## src/core/esso_pkg.sv

```systemverilog
// shared constants for the extended subtract, swap and skip execution block
package esso_pkg;
	// ==========================================================
	// operation codes from the decode stage
	localparam logic [2:0] OP_NOP   = 3'h0;
	localparam logic [2:0] OP_SUBM  = 3'h1; // ext_subtract_to_memory
	localparam logic [2:0] OP_SWAP  = 3'h2; // ext_nibble_swap_in_place
	localparam logic [2:0] OP_SWAPA = 3'h3; // ext_nibble_swap_to_acc
	localparam logic [2:0] OP_SZ    = 3'h4; // ext_skip_if_zero
	localparam logic [2:0] OP_SZA   = 3'h5; // ext_skip_if_zero_copy_acc

	// ==========================================================
	// register byte offsets
	localparam logic [7:0] REG_CTRL     = 8'h00;
	localparam logic [7:0] REG_ACC      = 8'h04;
	localparam logic [7:0] REG_FLAGS    = 8'h08;
	localparam logic [7:0] REG_MEM_ADDR = 8'h0c;
	localparam logic [7:0] REG_MEM_DATA = 8'h10;
	localparam logic [7:0] REG_STATUS   = 8'h14;

	// ==========================================================
	// status flag bit positions
	localparam int FLG_C  = 0;
	localparam int FLG_AC = 1;
	localparam int FLG_Z  = 2;
	localparam int FLG_OV = 3;
	localparam int FLG_SC = 4;
	localparam int FLG_CZ = 5;

	// ==========================================================
	// reset values and widths
	localparam logic [7:0] ACC_RST   = 8'h00;
	localparam logic [5:0] FLAGS_RST = 6'h00;
	localparam logic       EN_RST    = 1'b1;
	localparam logic [7:0] MADDR_RST = 8'h00;
	localparam logic [7:0] SKIPS_RST = 8'h00;
	localparam int         MEM_DEPTH = 256;
endpackage : esso_pkg

```

## src/core/esso_dmem.sv

```systemverilog
// data memory with registered read data
module esso_dmem (
	// clock
	input  wire logic       pclk,
	input  wire logic       ce,
	// port
	input  wire logic [7:0] addr,
	input  wire logic       we,
	input  wire logic [7:0] wdata,
	output logic      [7:0] rdata
);
	logic [7:0] mem [esso_pkg::MEM_DEPTH];

	always_ff @(posedge pclk) begin
		if (ce) begin
			if (we) begin
				mem[addr] <= wdata;
			end
			rdata <= mem[addr];
		end
	end
endmodule : esso_dmem

```

## src/core/esso_core.sv

```systemverilog
// execution unit for extended subtract, nibble swap and skip-if-zero operations
// Functional notes
// RULE1: subtract memory from accumulator, result to memory
// RULE2: carry cleared on borrow, else set
// RULE3: subtract updates OV Z AC C SC CZ
// RULE4: in-place swap exchanges nibbles, flags untouched
// RULE5: swap into accumulator, memory and flags untouched
// RULE6: skip-if-zero reads then writes byte back
// RULE7: skip next instruction when byte is zero
// RULE8: taken skip inserts dummy, three cycles total
// RULE9: copy byte to accumulator, skip if zero
// RULE10: dummy cycle alters nothing, no memory access; here the memory still reads addr_q during the dummy cycle
//
// Chosen here: the register addresses and the APB register port.
module esso_core (
	// clock and reset
	input  wire logic        pclk,
	input  wire logic        presetn,
	input  wire logic        ce,
	// apb slave
	input  wire logic        psel,
	input  wire logic        penable,
	input  wire logic        pwrite,
	input  wire logic [7:0]  paddr,
	input  wire logic [31:0] pwdata,
	output logic      [31:0] prdata,
	output logic             pready,
	output logic             pslverr,
	// instruction from decode
	input  wire logic        instr_valid,
	input  wire logic [2:0]  instr_op,
	input  wire logic [7:0]  instr_addr,
	output logic             instr_ready,
	// to fetch stage and core state
	output logic             skip_taken,
	output logic             dummy_cycle,
	output logic      [7:0]  accumulator,
	output logic      [5:0]  flags
);
	// ==========================================================
	// sequencer
	typedef enum logic [1:0] {ST_IDLE, ST_READ, ST_EXEC, ST_DUMMY} esso_state_e;

	esso_state_e state_q, state_d;
	logic [2:0]  op_q;
	logic [7:0]  addr_q;
	logic [7:0]  acc_q;
	logic [5:0]  flags_q;
	logic        en_q;
	logic [7:0]  mem_addr_q;
	logic [7:0]  skip_cnt_q;
	logic        skip_q;
	logic [7:0]  mem_rdata;
	logic        do_skip;

	wire idle       = (state_q == ST_IDLE);
	wire apb_access = psel & penable;
	wire apb_wr     = ce & apb_access & pwrite & idle;
	wire accept     = instr_valid & instr_ready;
	wire in_exec    = (state_q == ST_EXEC);
	// the bus only gets through while idle, so these never meet an execute write
	wire wr_ctrl    = apb_wr & (paddr == esso_pkg::REG_CTRL);
	wire wr_acc     = apb_wr & (paddr == esso_pkg::REG_ACC);
	wire wr_flags   = apb_wr & (paddr == esso_pkg::REG_FLAGS);
	wire wr_maddr   = apb_wr & (paddr == esso_pkg::REG_MEM_ADDR);

	// a bus transfer in flight holds off new instructions
	assign instr_ready = ce & en_q & idle & ~psel;

	always_comb begin
		state_d = state_q;
		case (state_q)
			ST_IDLE:  if (accept) state_d = ST_READ;
			ST_READ:  state_d = ST_EXEC;
			ST_EXEC:  state_d = do_skip ? ST_DUMMY : ST_IDLE; // RULE8
			ST_DUMMY: state_d = ST_IDLE; // RULE10
			default:  state_d = ST_IDLE;
		endcase
	end

	// ==========================================================
	// datapath
	wire [8:0] diff9   = {1'b0, acc_q} - {1'b0, mem_rdata};
	wire [7:0] diff    = diff9[7:0]; // RULE1
	wire [4:0] nib5    = {1'b0, acc_q[3:0]} - {1'b0, mem_rdata[3:0]};
	wire       sub_ov  = (acc_q[7] != mem_rdata[7]) & (diff[7] != acc_q[7]);
	wire [7:0] swapped = {mem_rdata[3:0], mem_rdata[7:4]};
	wire       is_zero = (mem_rdata == 8'h00);

	logic [5:0] sub_flags;
	always_comb begin
		sub_flags         = 6'h00;
		sub_flags[esso_pkg::FLG_C]  = ~diff9[8]; // RULE2
		sub_flags[esso_pkg::FLG_AC] = ~nib5[4]; // RULE3
		sub_flags[esso_pkg::FLG_Z]  = (diff == 8'h00); // RULE3
		sub_flags[esso_pkg::FLG_OV] = sub_ov; // RULE3
		// sc is set when the true signed difference is not negative
		sub_flags[esso_pkg::FLG_SC] = ~(sub_ov ^ diff[7]); // RULE3
		sub_flags[esso_pkg::FLG_CZ] = (diff == 8'h00); // RULE3
	end

	wire is_subm  = (op_q == esso_pkg::OP_SUBM);
	wire is_swap  = (op_q == esso_pkg::OP_SWAP);
	wire is_swapa = (op_q == esso_pkg::OP_SWAPA);
	wire is_sz    = (op_q == esso_pkg::OP_SZ);
	wire is_sza   = (op_q == esso_pkg::OP_SZA);
	assign do_skip  = (is_sz | is_sza) & is_zero; // RULE7 RULE9
	wire   skip_now = in_exec & do_skip; // RULE7

	// memory write-back in the execute cycle only, never in the dummy cycle
	wire       mem_we_exec = in_exec & (is_subm | is_swap | is_sz); // RULE10
	wire [7:0] mem_wd_exec = is_subm ? diff : (is_swap ? swapped : mem_rdata); // RULE4 RULE6
	wire       apb_mem_we  = apb_wr & (paddr == esso_pkg::REG_MEM_DATA);

	// an accepted op starts its read at once; an idle memory follows the bus address
	wire [7:0] dm_addr  = idle ? (accept ? instr_addr : mem_addr_q) : addr_q;
	wire       dm_we    = mem_we_exec | apb_mem_we;
	wire [7:0] dm_wdata = mem_we_exec ? mem_wd_exec : pwdata[7:0];

	esso_dmem u_dmem (
		.pclk  (pclk),
		.ce    (ce),
		.addr  (dm_addr),
		.we    (dm_we),
		.wdata (dm_wdata),
		.rdata (mem_rdata)
	);

	// ==========================================================
	// accumulator and flags
	wire acc_from_op = in_exec & (is_swapa | is_sza);
	wire [7:0] acc_op_val = is_swapa ? swapped : mem_rdata; // RULE5 RULE9

	always_ff @(posedge pclk or negedge presetn) begin
		if (!presetn) begin
			acc_q   <= esso_pkg::ACC_RST;
			flags_q <= esso_pkg::FLAGS_RST;
		end else if (ce) begin
			if (acc_from_op) begin
				acc_q <= acc_op_val;
			end else if (wr_acc) begin
				acc_q <= pwdata[7:0];
			end
			if (in_exec && is_subm) begin
				flags_q <= sub_flags; // RULE3
			end else if (wr_flags) begin
				flags_q <= pwdata[5:0];
			end
		end
	end

	always_ff @(posedge pclk or negedge presetn) begin
		if (!presetn) begin
			state_q <= ST_IDLE;
			op_q    <= esso_pkg::OP_NOP;
			addr_q  <= 8'h00;
			skip_q  <= 1'b0;
		end else if (ce) begin
			state_q <= state_d;
			skip_q  <= skip_now;
			if (accept) begin
				op_q   <= instr_op;
				addr_q <= instr_addr;
			end
		end
	end

	always_ff @(posedge pclk or negedge presetn) begin
		if (!presetn) begin
			en_q       <= esso_pkg::EN_RST;
			mem_addr_q <= esso_pkg::MADDR_RST;
		end else if (ce) begin
			if (wr_ctrl) begin
				en_q <= pwdata[0];
			end
			if (wr_maddr) begin
				mem_addr_q <= pwdata[7:0];
			end
		end
	end

	always_ff @(posedge pclk or negedge presetn) begin
		if (!presetn) begin
			skip_cnt_q <= esso_pkg::SKIPS_RST;
		end else if (ce && skip_now) begin
			skip_cnt_q <= skip_cnt_q + 8'h01;
		end
	end

	// ==========================================================
	// apb read path
	// read data is taken in the setup cycle and holds through the access
	wire mapped = (paddr == esso_pkg::REG_CTRL) | (paddr == esso_pkg::REG_ACC)
		| (paddr == esso_pkg::REG_FLAGS) | (paddr == esso_pkg::REG_MEM_ADDR)
		| (paddr == esso_pkg::REG_MEM_DATA) | (paddr == esso_pkg::REG_STATUS);

	logic [31:0] rd_mux;
	always_comb begin
		case (paddr)
			esso_pkg::REG_CTRL:     rd_mux = {31'h0, en_q};
			esso_pkg::REG_ACC:      rd_mux = {24'h0, acc_q};
			esso_pkg::REG_FLAGS:    rd_mux = {26'h0, flags_q};
			esso_pkg::REG_MEM_ADDR: rd_mux = {24'h0, mem_addr_q};
			esso_pkg::REG_MEM_DATA: rd_mux = {24'h0, mem_rdata};
			esso_pkg::REG_STATUS:   rd_mux = {16'h0, skip_cnt_q, 7'h0, ~idle};
			default:                rd_mux = 32'h0;
		endcase
	end

	always_ff @(posedge pclk or negedge presetn) begin
		if (!presetn) begin
			prdata <= 32'h0;
		end else if (ce && psel && !penable) begin
			prdata <= rd_mux;
		end
	end

	assign pready      = ce & idle;
	assign pslverr     = apb_access & ~mapped;
	assign skip_taken  = skip_q;
	assign dummy_cycle = (state_q == ST_DUMMY); // RULE8 RULE10
	assign accumulator = acc_q;
	assign flags       = flags_q;
endmodule : esso_core

```

## config.mk

```make
export PLATFORM = sky130hd
export DESIGN_NAME = esso_core
export DESIGN_NICKNAME = d
export VERILOG_FILES = /design/src/core/esso_pkg.sv /design/src/core/esso_dmem.sv /design/src/core/esso_core.sv
export SDC_FILE = /design/constraint.sdc
export NUM_CORES = 2
export LEC_CHECK = 0
export ABC_AREA = 0
export BUFFER_PORTS_ARGS = -buffer_cell sky130_fd_sc_hd__buf_2
export CORE_MARGIN = 2
export CORE_UTILIZATION = 48
export CTS_BUF_LIST = sky130_fd_sc_hd__clkbuf_2
export DETAILED_ROUTE_END_ITERATION = 8
export PLACE_DENSITY = 0.71
export SETUP_SLACK_MARGIN = 0.02
export SLEW_MARGIN = 10
export SYNTH_ARGS = -nofsm -noshare
export SYNTH_HDL_FRONTEND = slang
export SYNTH_SLANG_ARGS = --single-unit
```

## constraint.sdc

```tcl
create_clock -name pclk -period 34.8 [get_ports pclk]
set_input_delay 5.22 -clock pclk [delete_from_list [all_inputs] [get_ports pclk]]
set_output_delay 5.22 -clock pclk [all_outputs]
set_load 0.01 [all_outputs]
```

-- Word-level counts from Yosys, hierarchy flattened
Memories as Yosys holds them, arrays and structs flattened. A register that Yosys moved wholly into a read port is not among the register bits.
Index checks and enable logic that the tools add are counted.
- $add $sub $neg: 3
- equal/unequal tests: 16
- multiplexer cells: 17
- bitwise gates (word level): 37
- reduce and logical (&&, ||, !) cells: 17
- operator list (operator ; number):
    one-hot mux 16 bit (6 select lines) ; 1
    two-way mux 8 bit ; 8
    logical NOT 8 bit ; 3
    bitwise AND 1 bit ; 20
    == test 8 x 4 -> 1 bit (second input constant) ; 2
    == test 8 x 5 -> 1 bit (second input constant) ; 2
    two-way mux 6 bit ; 2
    AND reduction 2 bit ; 6
    bitwise OR 1 bit ; 10
    subtractor 8 x 8 -> 9 bit ; 1
    adder 8 x 1 -> 8 bit (second input constant) ; 1
    == test 8 x 3 -> 1 bit (second input constant) ; 1
    one-hot mux 2 bit (4 select lines) ; 1
    == test 3 x 2 -> 1 bit (second input constant) ; 2
    == test 3 bit (second input constant) ; 2
    NOT 1 bit ; 6
    subtractor 4 x 4 -> 5 bit ; 1
    == test 2 bit (second input constant) ; 2
    logical AND 1 bit ; 4
    two-way mux 2 bit ; 2
    nonzero test 2 bit ; 2
    == test 3 x 1 -> 1 bit (second input constant) ; 1
    two-way mux 1 bit ; 3
    == test 2 x 1 -> 1 bit (second input constant) ; 1
    other kinds (5) ; 6
- bits in registers: 77
- bits in writable memories: 2048
- input bits: 58
- output and inout bits: 51
- word-level logic and storage cells: 101
- memories: 1
- memory list (memory ; depth ; bits a word ; read ports ; clocked after memory_dff ; wr ports ; line ; source):
    u_dmem.mem ; 256 ; 8 ; 1 ; 1 ; 1 ; esso_dmem.sv:12 ; logic [7:0] mem [esso_pkg::MEM_DEPTH];

-- Longest topological paths before layout
- depth in word-level cells: 9
- mapped depth: 17
- depth with buffers taken out: 15

-- Modules after synthesis
From an unflattened synthesis, not the netlist that was laid out.
- cells, all modules: 3959
- area total of the unflattened synthesis: 82384.0 µm²
- by module, submodules not included (module ; instances ; cells each ; area each (µm²) ; seq. area each (µm²)):
    esso_dmem ; 1 ; 3525 ; 78363.9 ; 61739.2
    esso_core ; 1 ; 434 ; 4020.1 ; 1527.7

-- Least setup slack after synthesis
No wires, ideal clock.
- path type: reg2reg
- from: register u_dmem.rdata[1], read port of u_dmem.mem
- to: memory u_dmem.mem[0][7] (data pin)
- library setup time: 2.187 ns
- arrival time: 12.375 ns
- required time: 32.613 ns
- setup slack: 20.238 ns
- stages on the path, launching flop included: 13
- path buffers: 0
- clock period less this slack: 14.562 ns
- cell sequence: edfxtp_1 -> inv_1 -> ha_1 -> a21o_1 -> a21o_1 -> a21oi_1 -> o21bai_1 -> a21o_1 -> a21oi_1 -> fa_1 -> a22oi_1 -> o22ai_1 -> o21ai_0
- longest elaborated chain between the ends: 3
- RTL lines (what ; line ; source):
    start, declared ; esso_dmem.sv:10 ; output logic [7:0] rdata
    subtractor 8 x 8 -> 9 bit ; esso_core.sv:83 ; wire [8:0] diff9 = {1'b0, acc_q} - {1'b0, mem_rdata};
    two-way mux 8 bit ; esso_core.sv:112 ; wire [7:0] mem_wd_exec = is_subm ? diff : (is_swap ? swapped : mem_rdata);
    two-way mux 8 bit ; esso_core.sv:118 ; wire [7:0] dm_wdata = mem_we_exec ? mem_wd_exec : pwdata[7:0];
    named net dm_wdata[7] ; esso_core.sv:118 ;
    end, declared ; esso_dmem.sv:12 ;
The timed path passes the listed nets, and every way through them passes these cells.

-- Worst setup path after layout
- from: input port ce
- to: output port instr_ready
- longest elaborated chain between the ends: 3
- RTL lines (what ; line ; source):
    start, declared ; esso_core.sv:19 ; input wire logic ce,
    bitwise AND 1 bit (3 in a row) ; esso_core.sv:68 ; assign instr_ready = ce & en_q & idle & ~psel;
    end, declared ; esso_core.sv:33 ; output logic instr_ready,
No other way between the ends.

==> flow_summary.toml <==
[setup_path]
worstReg2RegEnd = "u_dmem.rdata[4]$_DFFE_PP_"
crit_path_max_incr_delay_ns = 0.44
worstReg2RegStart = "en_q$_DFFE_PN1P_"
critical_path.most_common_cell = "sky130_fd_sc_hd__buf_2"
critical_path.startpoint_type = "primary input"
r2r_setup_slack_ns = 27.46
cell_count_of_the_worst_reg_to_reg_path = 11
crit_chain = "buf_2 > nand2_1 > nor3b_1 > buf_2"
timing.critical_path.fanout_max = 24
critical_path_class = "in -> out"
cp_data_required_time_ns = 29.58
critPathArrivalTime_ns = 6.41
setup_crit_end_kind = "output port"
cp_slowest_cell = "sky130_fd_sc_hd__buf_2"

[cts]
post_cts_resized = 0
cts.reportedPaths.clkPinSlew_ns = 0.08
cts_inserted_buffers = 492
numClockSinks = 2117
worstSkewPairLatency_ns = 1.85
tritoncts_clock_tree = "yes"
postCtsHoldBufs = 0
post_cts_setup_inserts = 0
h-tree-depth = 5
clockBufferDepth = 4
clockRootBuffer = "sky130_fd_sc_hd__clkbuf_2"

[finish]
layout.cells.most_common_list = "sky130_fd_sc_hd__edfxtp_1, sky130_fd_sc_hd__nand2_1, sky130_fd_sc_hd__clkbuf_2"
final_design_area_no_fill_um2 = 91720
layout-drive-gt1-share_pct = 14.47
areaGrowthSynthToFinish_pct = 7.513
most_common_cell_after_layout_fill_and_taps_aside = "sky130_fd_sc_hd__edfxtp_1"
final_nets = 6637

[timing]
setup-tns-final_ns = 0
final.setup_skew_ns = 0.1268
worst-slew-pin-transition_ns = 1.387
setup_viol_count_final = 0
timing_hold_violations_final = 0
rsz0062_at_grt = "false"
max_slew_margin_pct = 7.336
fmax_mhz = 85.97
slew_violations = 0
finalWorstPathRequiredPeriod_ns = 11.63
period_share_pct = 33.43

[detailed_routing]
vias = 56030
routed_wirelength_um = 234900
drc = 0
post_drt_via_cell_ratio = 6.054
drt_iter0_markers = 7737
wl_per_cell_um = 25.38
drt_pass1_iterations = 9
ant_nets = 0

[yosys]
yosysTopAreaCellShare_pct = 72.37
post_synth_num_cell_types = 87
yosysSeqAreaShare_pct = 74.16
synth_simple_gate_area_share_pct = 12.83
yosys-mux-area-fraction_pct = 1.674
main_combinational_cell_family_by_area_after_synthesis = "simple AND/OR/NAND/NOR gates"
postSynthAreaPerCell_um2 = 13.47
netlist_instances = 6331
synthXorXnorAreaFrac_pct = 0.1437
synth_adder_area_share_pct = 0.1789
yosys-top-cells-area = "sky130_fd_sc_hd__edfxtp_1, sky130_fd_sc_hd__nand2_1, sky130_fd_sc_hd__nand3_1, sky130_fd_sc_hd__a21oi_1, sky130_fd_sc_hd__dfrtp_1"
synth_compound_area_share_pct = 8.275
ys_ff_latch = 2117
synth.cell_area_um2 = 85310
yosys.area.top_type = "sky130_fd_sc_hd__edfxtp_1"
postSynth.topFlopCell = "sky130_fd_sc_hd__edfxtp_1"
synthArstFlopShare_pct = 2.881
synth-edff-count = 2056
synth.yosys.warnings = 0

[floorplanning]
dieHeight_um = 425.6
die_ar_um2 = 181100
initial_core_util_pct = 48.39
fp.coreArea_um2 = 176300
num_rows = 154
io_pins = 109
dieWidth_um = 425.6

[hold_path]
worstHoldEndpoint = "prdata[0]$_DFFE_PN0P_"
min_path_type = "reg -> reg"
min_delay_path_depth = 2
start_point_of_the_worst_hold_path = "prdata[0]$_DFFE_PN0P_"

[placed_design]
gp_congestion = 0.8980
placed_cell_area_um2 = 87520
numPortBuffers = 68
hpwl_detailed_um = 135400

[pwr]
power.leakage_nw = 31.28
p_per_area_nw_per_um2 = 52.19
design_power_total_w = 0.004787
worst_ir_drop_vdd_mv = 0.02610

[global_route]
grtUsageTotal_pct = 25.39
grt_overflow_total = 0
grt_pass1_wl_um = 342200
grt_antenna_before_repair = 8
vias_in_the_first_global_route = 53160
largest_net_degree_at_the_start_of_global_routing = 257

[flow_run]
maxCapViolCount = 0

[run_status]
outcome = "finished clean"
## cells by family after synthesis
kind of cell             count (synthesis)
flip-flops                            2117
XOR/XNOR                                14
other                                    1
AO/OA/AOI/OAI                         1054
buffers and inverters                  460
multiplexers                           136
adder cells (fa/ha/maj)                 11
AND/OR/NAND/NOR                       2538
## layer usage
metal / routed length, µm / global-route usage [%]
met1: 87750 / 33.45
met2: 108700 / 39.23
met3: 27780 / 6.688
met4: 10640 / 12.36
met5: 45 / 0
## cell type report
cell class                 instances  area [µm²]
fill                           14460       84590
sequential                      2117       63270
multi-input combinational       3769       20010
clock buffer                     708        3543
tap                             2340        2928
timing repair buffer             171        1284
clock inverter                   124       601.8
inverter                          17       63.81
antenna                            8       20.02
## worst max-delay path: cells and delay by family
family	cells	cell delay [ns]
AND/OR/NAND/NOR	2	0.55
buffers and inverters	2	0.63
## registers in the layout, summed over array words and instances (netlist names)
signal and count:
accumulator 8, addr_q 8, en_q 1, flags 6, mem_addr_q 8, op_q 3, prdata 16, skip_cnt_q 8
skip_taken 1, state_q 2, u_dmem.mem 2048, u_dmem.rdata 8
## cells in the mapped netlist (7+ instances only)
cell                        count
sky130_fd_sc_hd__a211o_1        7
sky130_fd_sc_hd__a211oi_1      86
sky130_fd_sc_hd__a211oi_2       7
sky130_fd_sc_hd__a21oi_1      398
sky130_fd_sc_hd__a221o_1       10
sky130_fd_sc_hd__a221oi_1      61
sky130_fd_sc_hd__a222oi_1       9
sky130_fd_sc_hd__a22o_1        24
sky130_fd_sc_hd__a22oi_1       76
sky130_fd_sc_hd__a311oi_1       8
sky130_fd_sc_hd__a31o_2         8
sky130_fd_sc_hd__a31oi_1      120
sky130_fd_sc_hd__a32o_1        21
sky130_fd_sc_hd__a32oi_1       40
sky130_fd_sc_hd__and3_1        87
sky130_fd_sc_hd__and4_1         7
sky130_fd_sc_hd__buf_1         19
sky130_fd_sc_hd__buf_2        152
sky130_fd_sc_hd__buf_4         68
sky130_fd_sc_hd__buf_6         18
sky130_fd_sc_hd__clkbuf_1     184
sky130_fd_sc_hd__dfrtp_1       60
sky130_fd_sc_hd__edfxtp_1    2056
sky130_fd_sc_hd__ha_1           9
sky130_fd_sc_hd__inv_1         17
sky130_fd_sc_hd__mux2_2        25
sky130_fd_sc_hd__mux2i_1      107
sky130_fd_sc_hd__nand2_1     1448
sky130_fd_sc_hd__nand3_1      474
sky130_fd_sc_hd__nand4_1       93
sky130_fd_sc_hd__nand4b_1       7
sky130_fd_sc_hd__nor2_1       331
sky130_fd_sc_hd__nor3_1        20
sky130_fd_sc_hd__nor4_1        20
sky130_fd_sc_hd__o2111ai_1     19
sky130_fd_sc_hd__o211ai_1      10
sky130_fd_sc_hd__o21ai_0       72
sky130_fd_sc_hd__o22ai_1       24
sky130_fd_sc_hd__or4b_1         8
sky130_fd_sc_hd__xnor2_1        7
sky130_fd_sc_hd__xor2_1         7
## per-stage QoR
stage / hold slack, ns / util, % / setup WS [ns] / instances
CTS: 0.4896 / 51.99 / 23.21 / 9245
finish: 0.4840 / 52.02 / 23.17 / 9254
detailed placement: 0.4711 / 49.64 / 22.47 / 8413
floorplan: 0.4462 / - / 20.24 / 6346
global route: 0.5097 / 52.02 / 23.08 / 9252
global placement: 0.4604 / 49.64 / 22.57 / 8413
## report_power, final
group	internal [W]	total, W	switching, W
combinational	0.000116	0.000477	0.000361
sequential	0.00279	0.00280	0.00000537
clock	0.000569	0.00151	0.000941
total	0.00348	0.00479	0.00131
## worst max-delay path by stage
stage	from	endpoint	slack [ns]	cells past startpoint
after floorplan	u_dmem.rdata[1]$_DFFE_PP_	u_dmem.mem[0][7]$_DFFE_PP_	20.24	12
after global placement	ce	u_dmem.rdata[4]$_DFFE_PP_	22.57	12
after detailed placement	ce	u_dmem.rdata[4]$_DFFE_PP_	22.47	12
after CTS	ce	instr_ready	23.21	4
after global routing	ce	instr_ready	23.08	4
final	ce	instr_ready	23.17	4
Power figures use the tool's default switching activity.
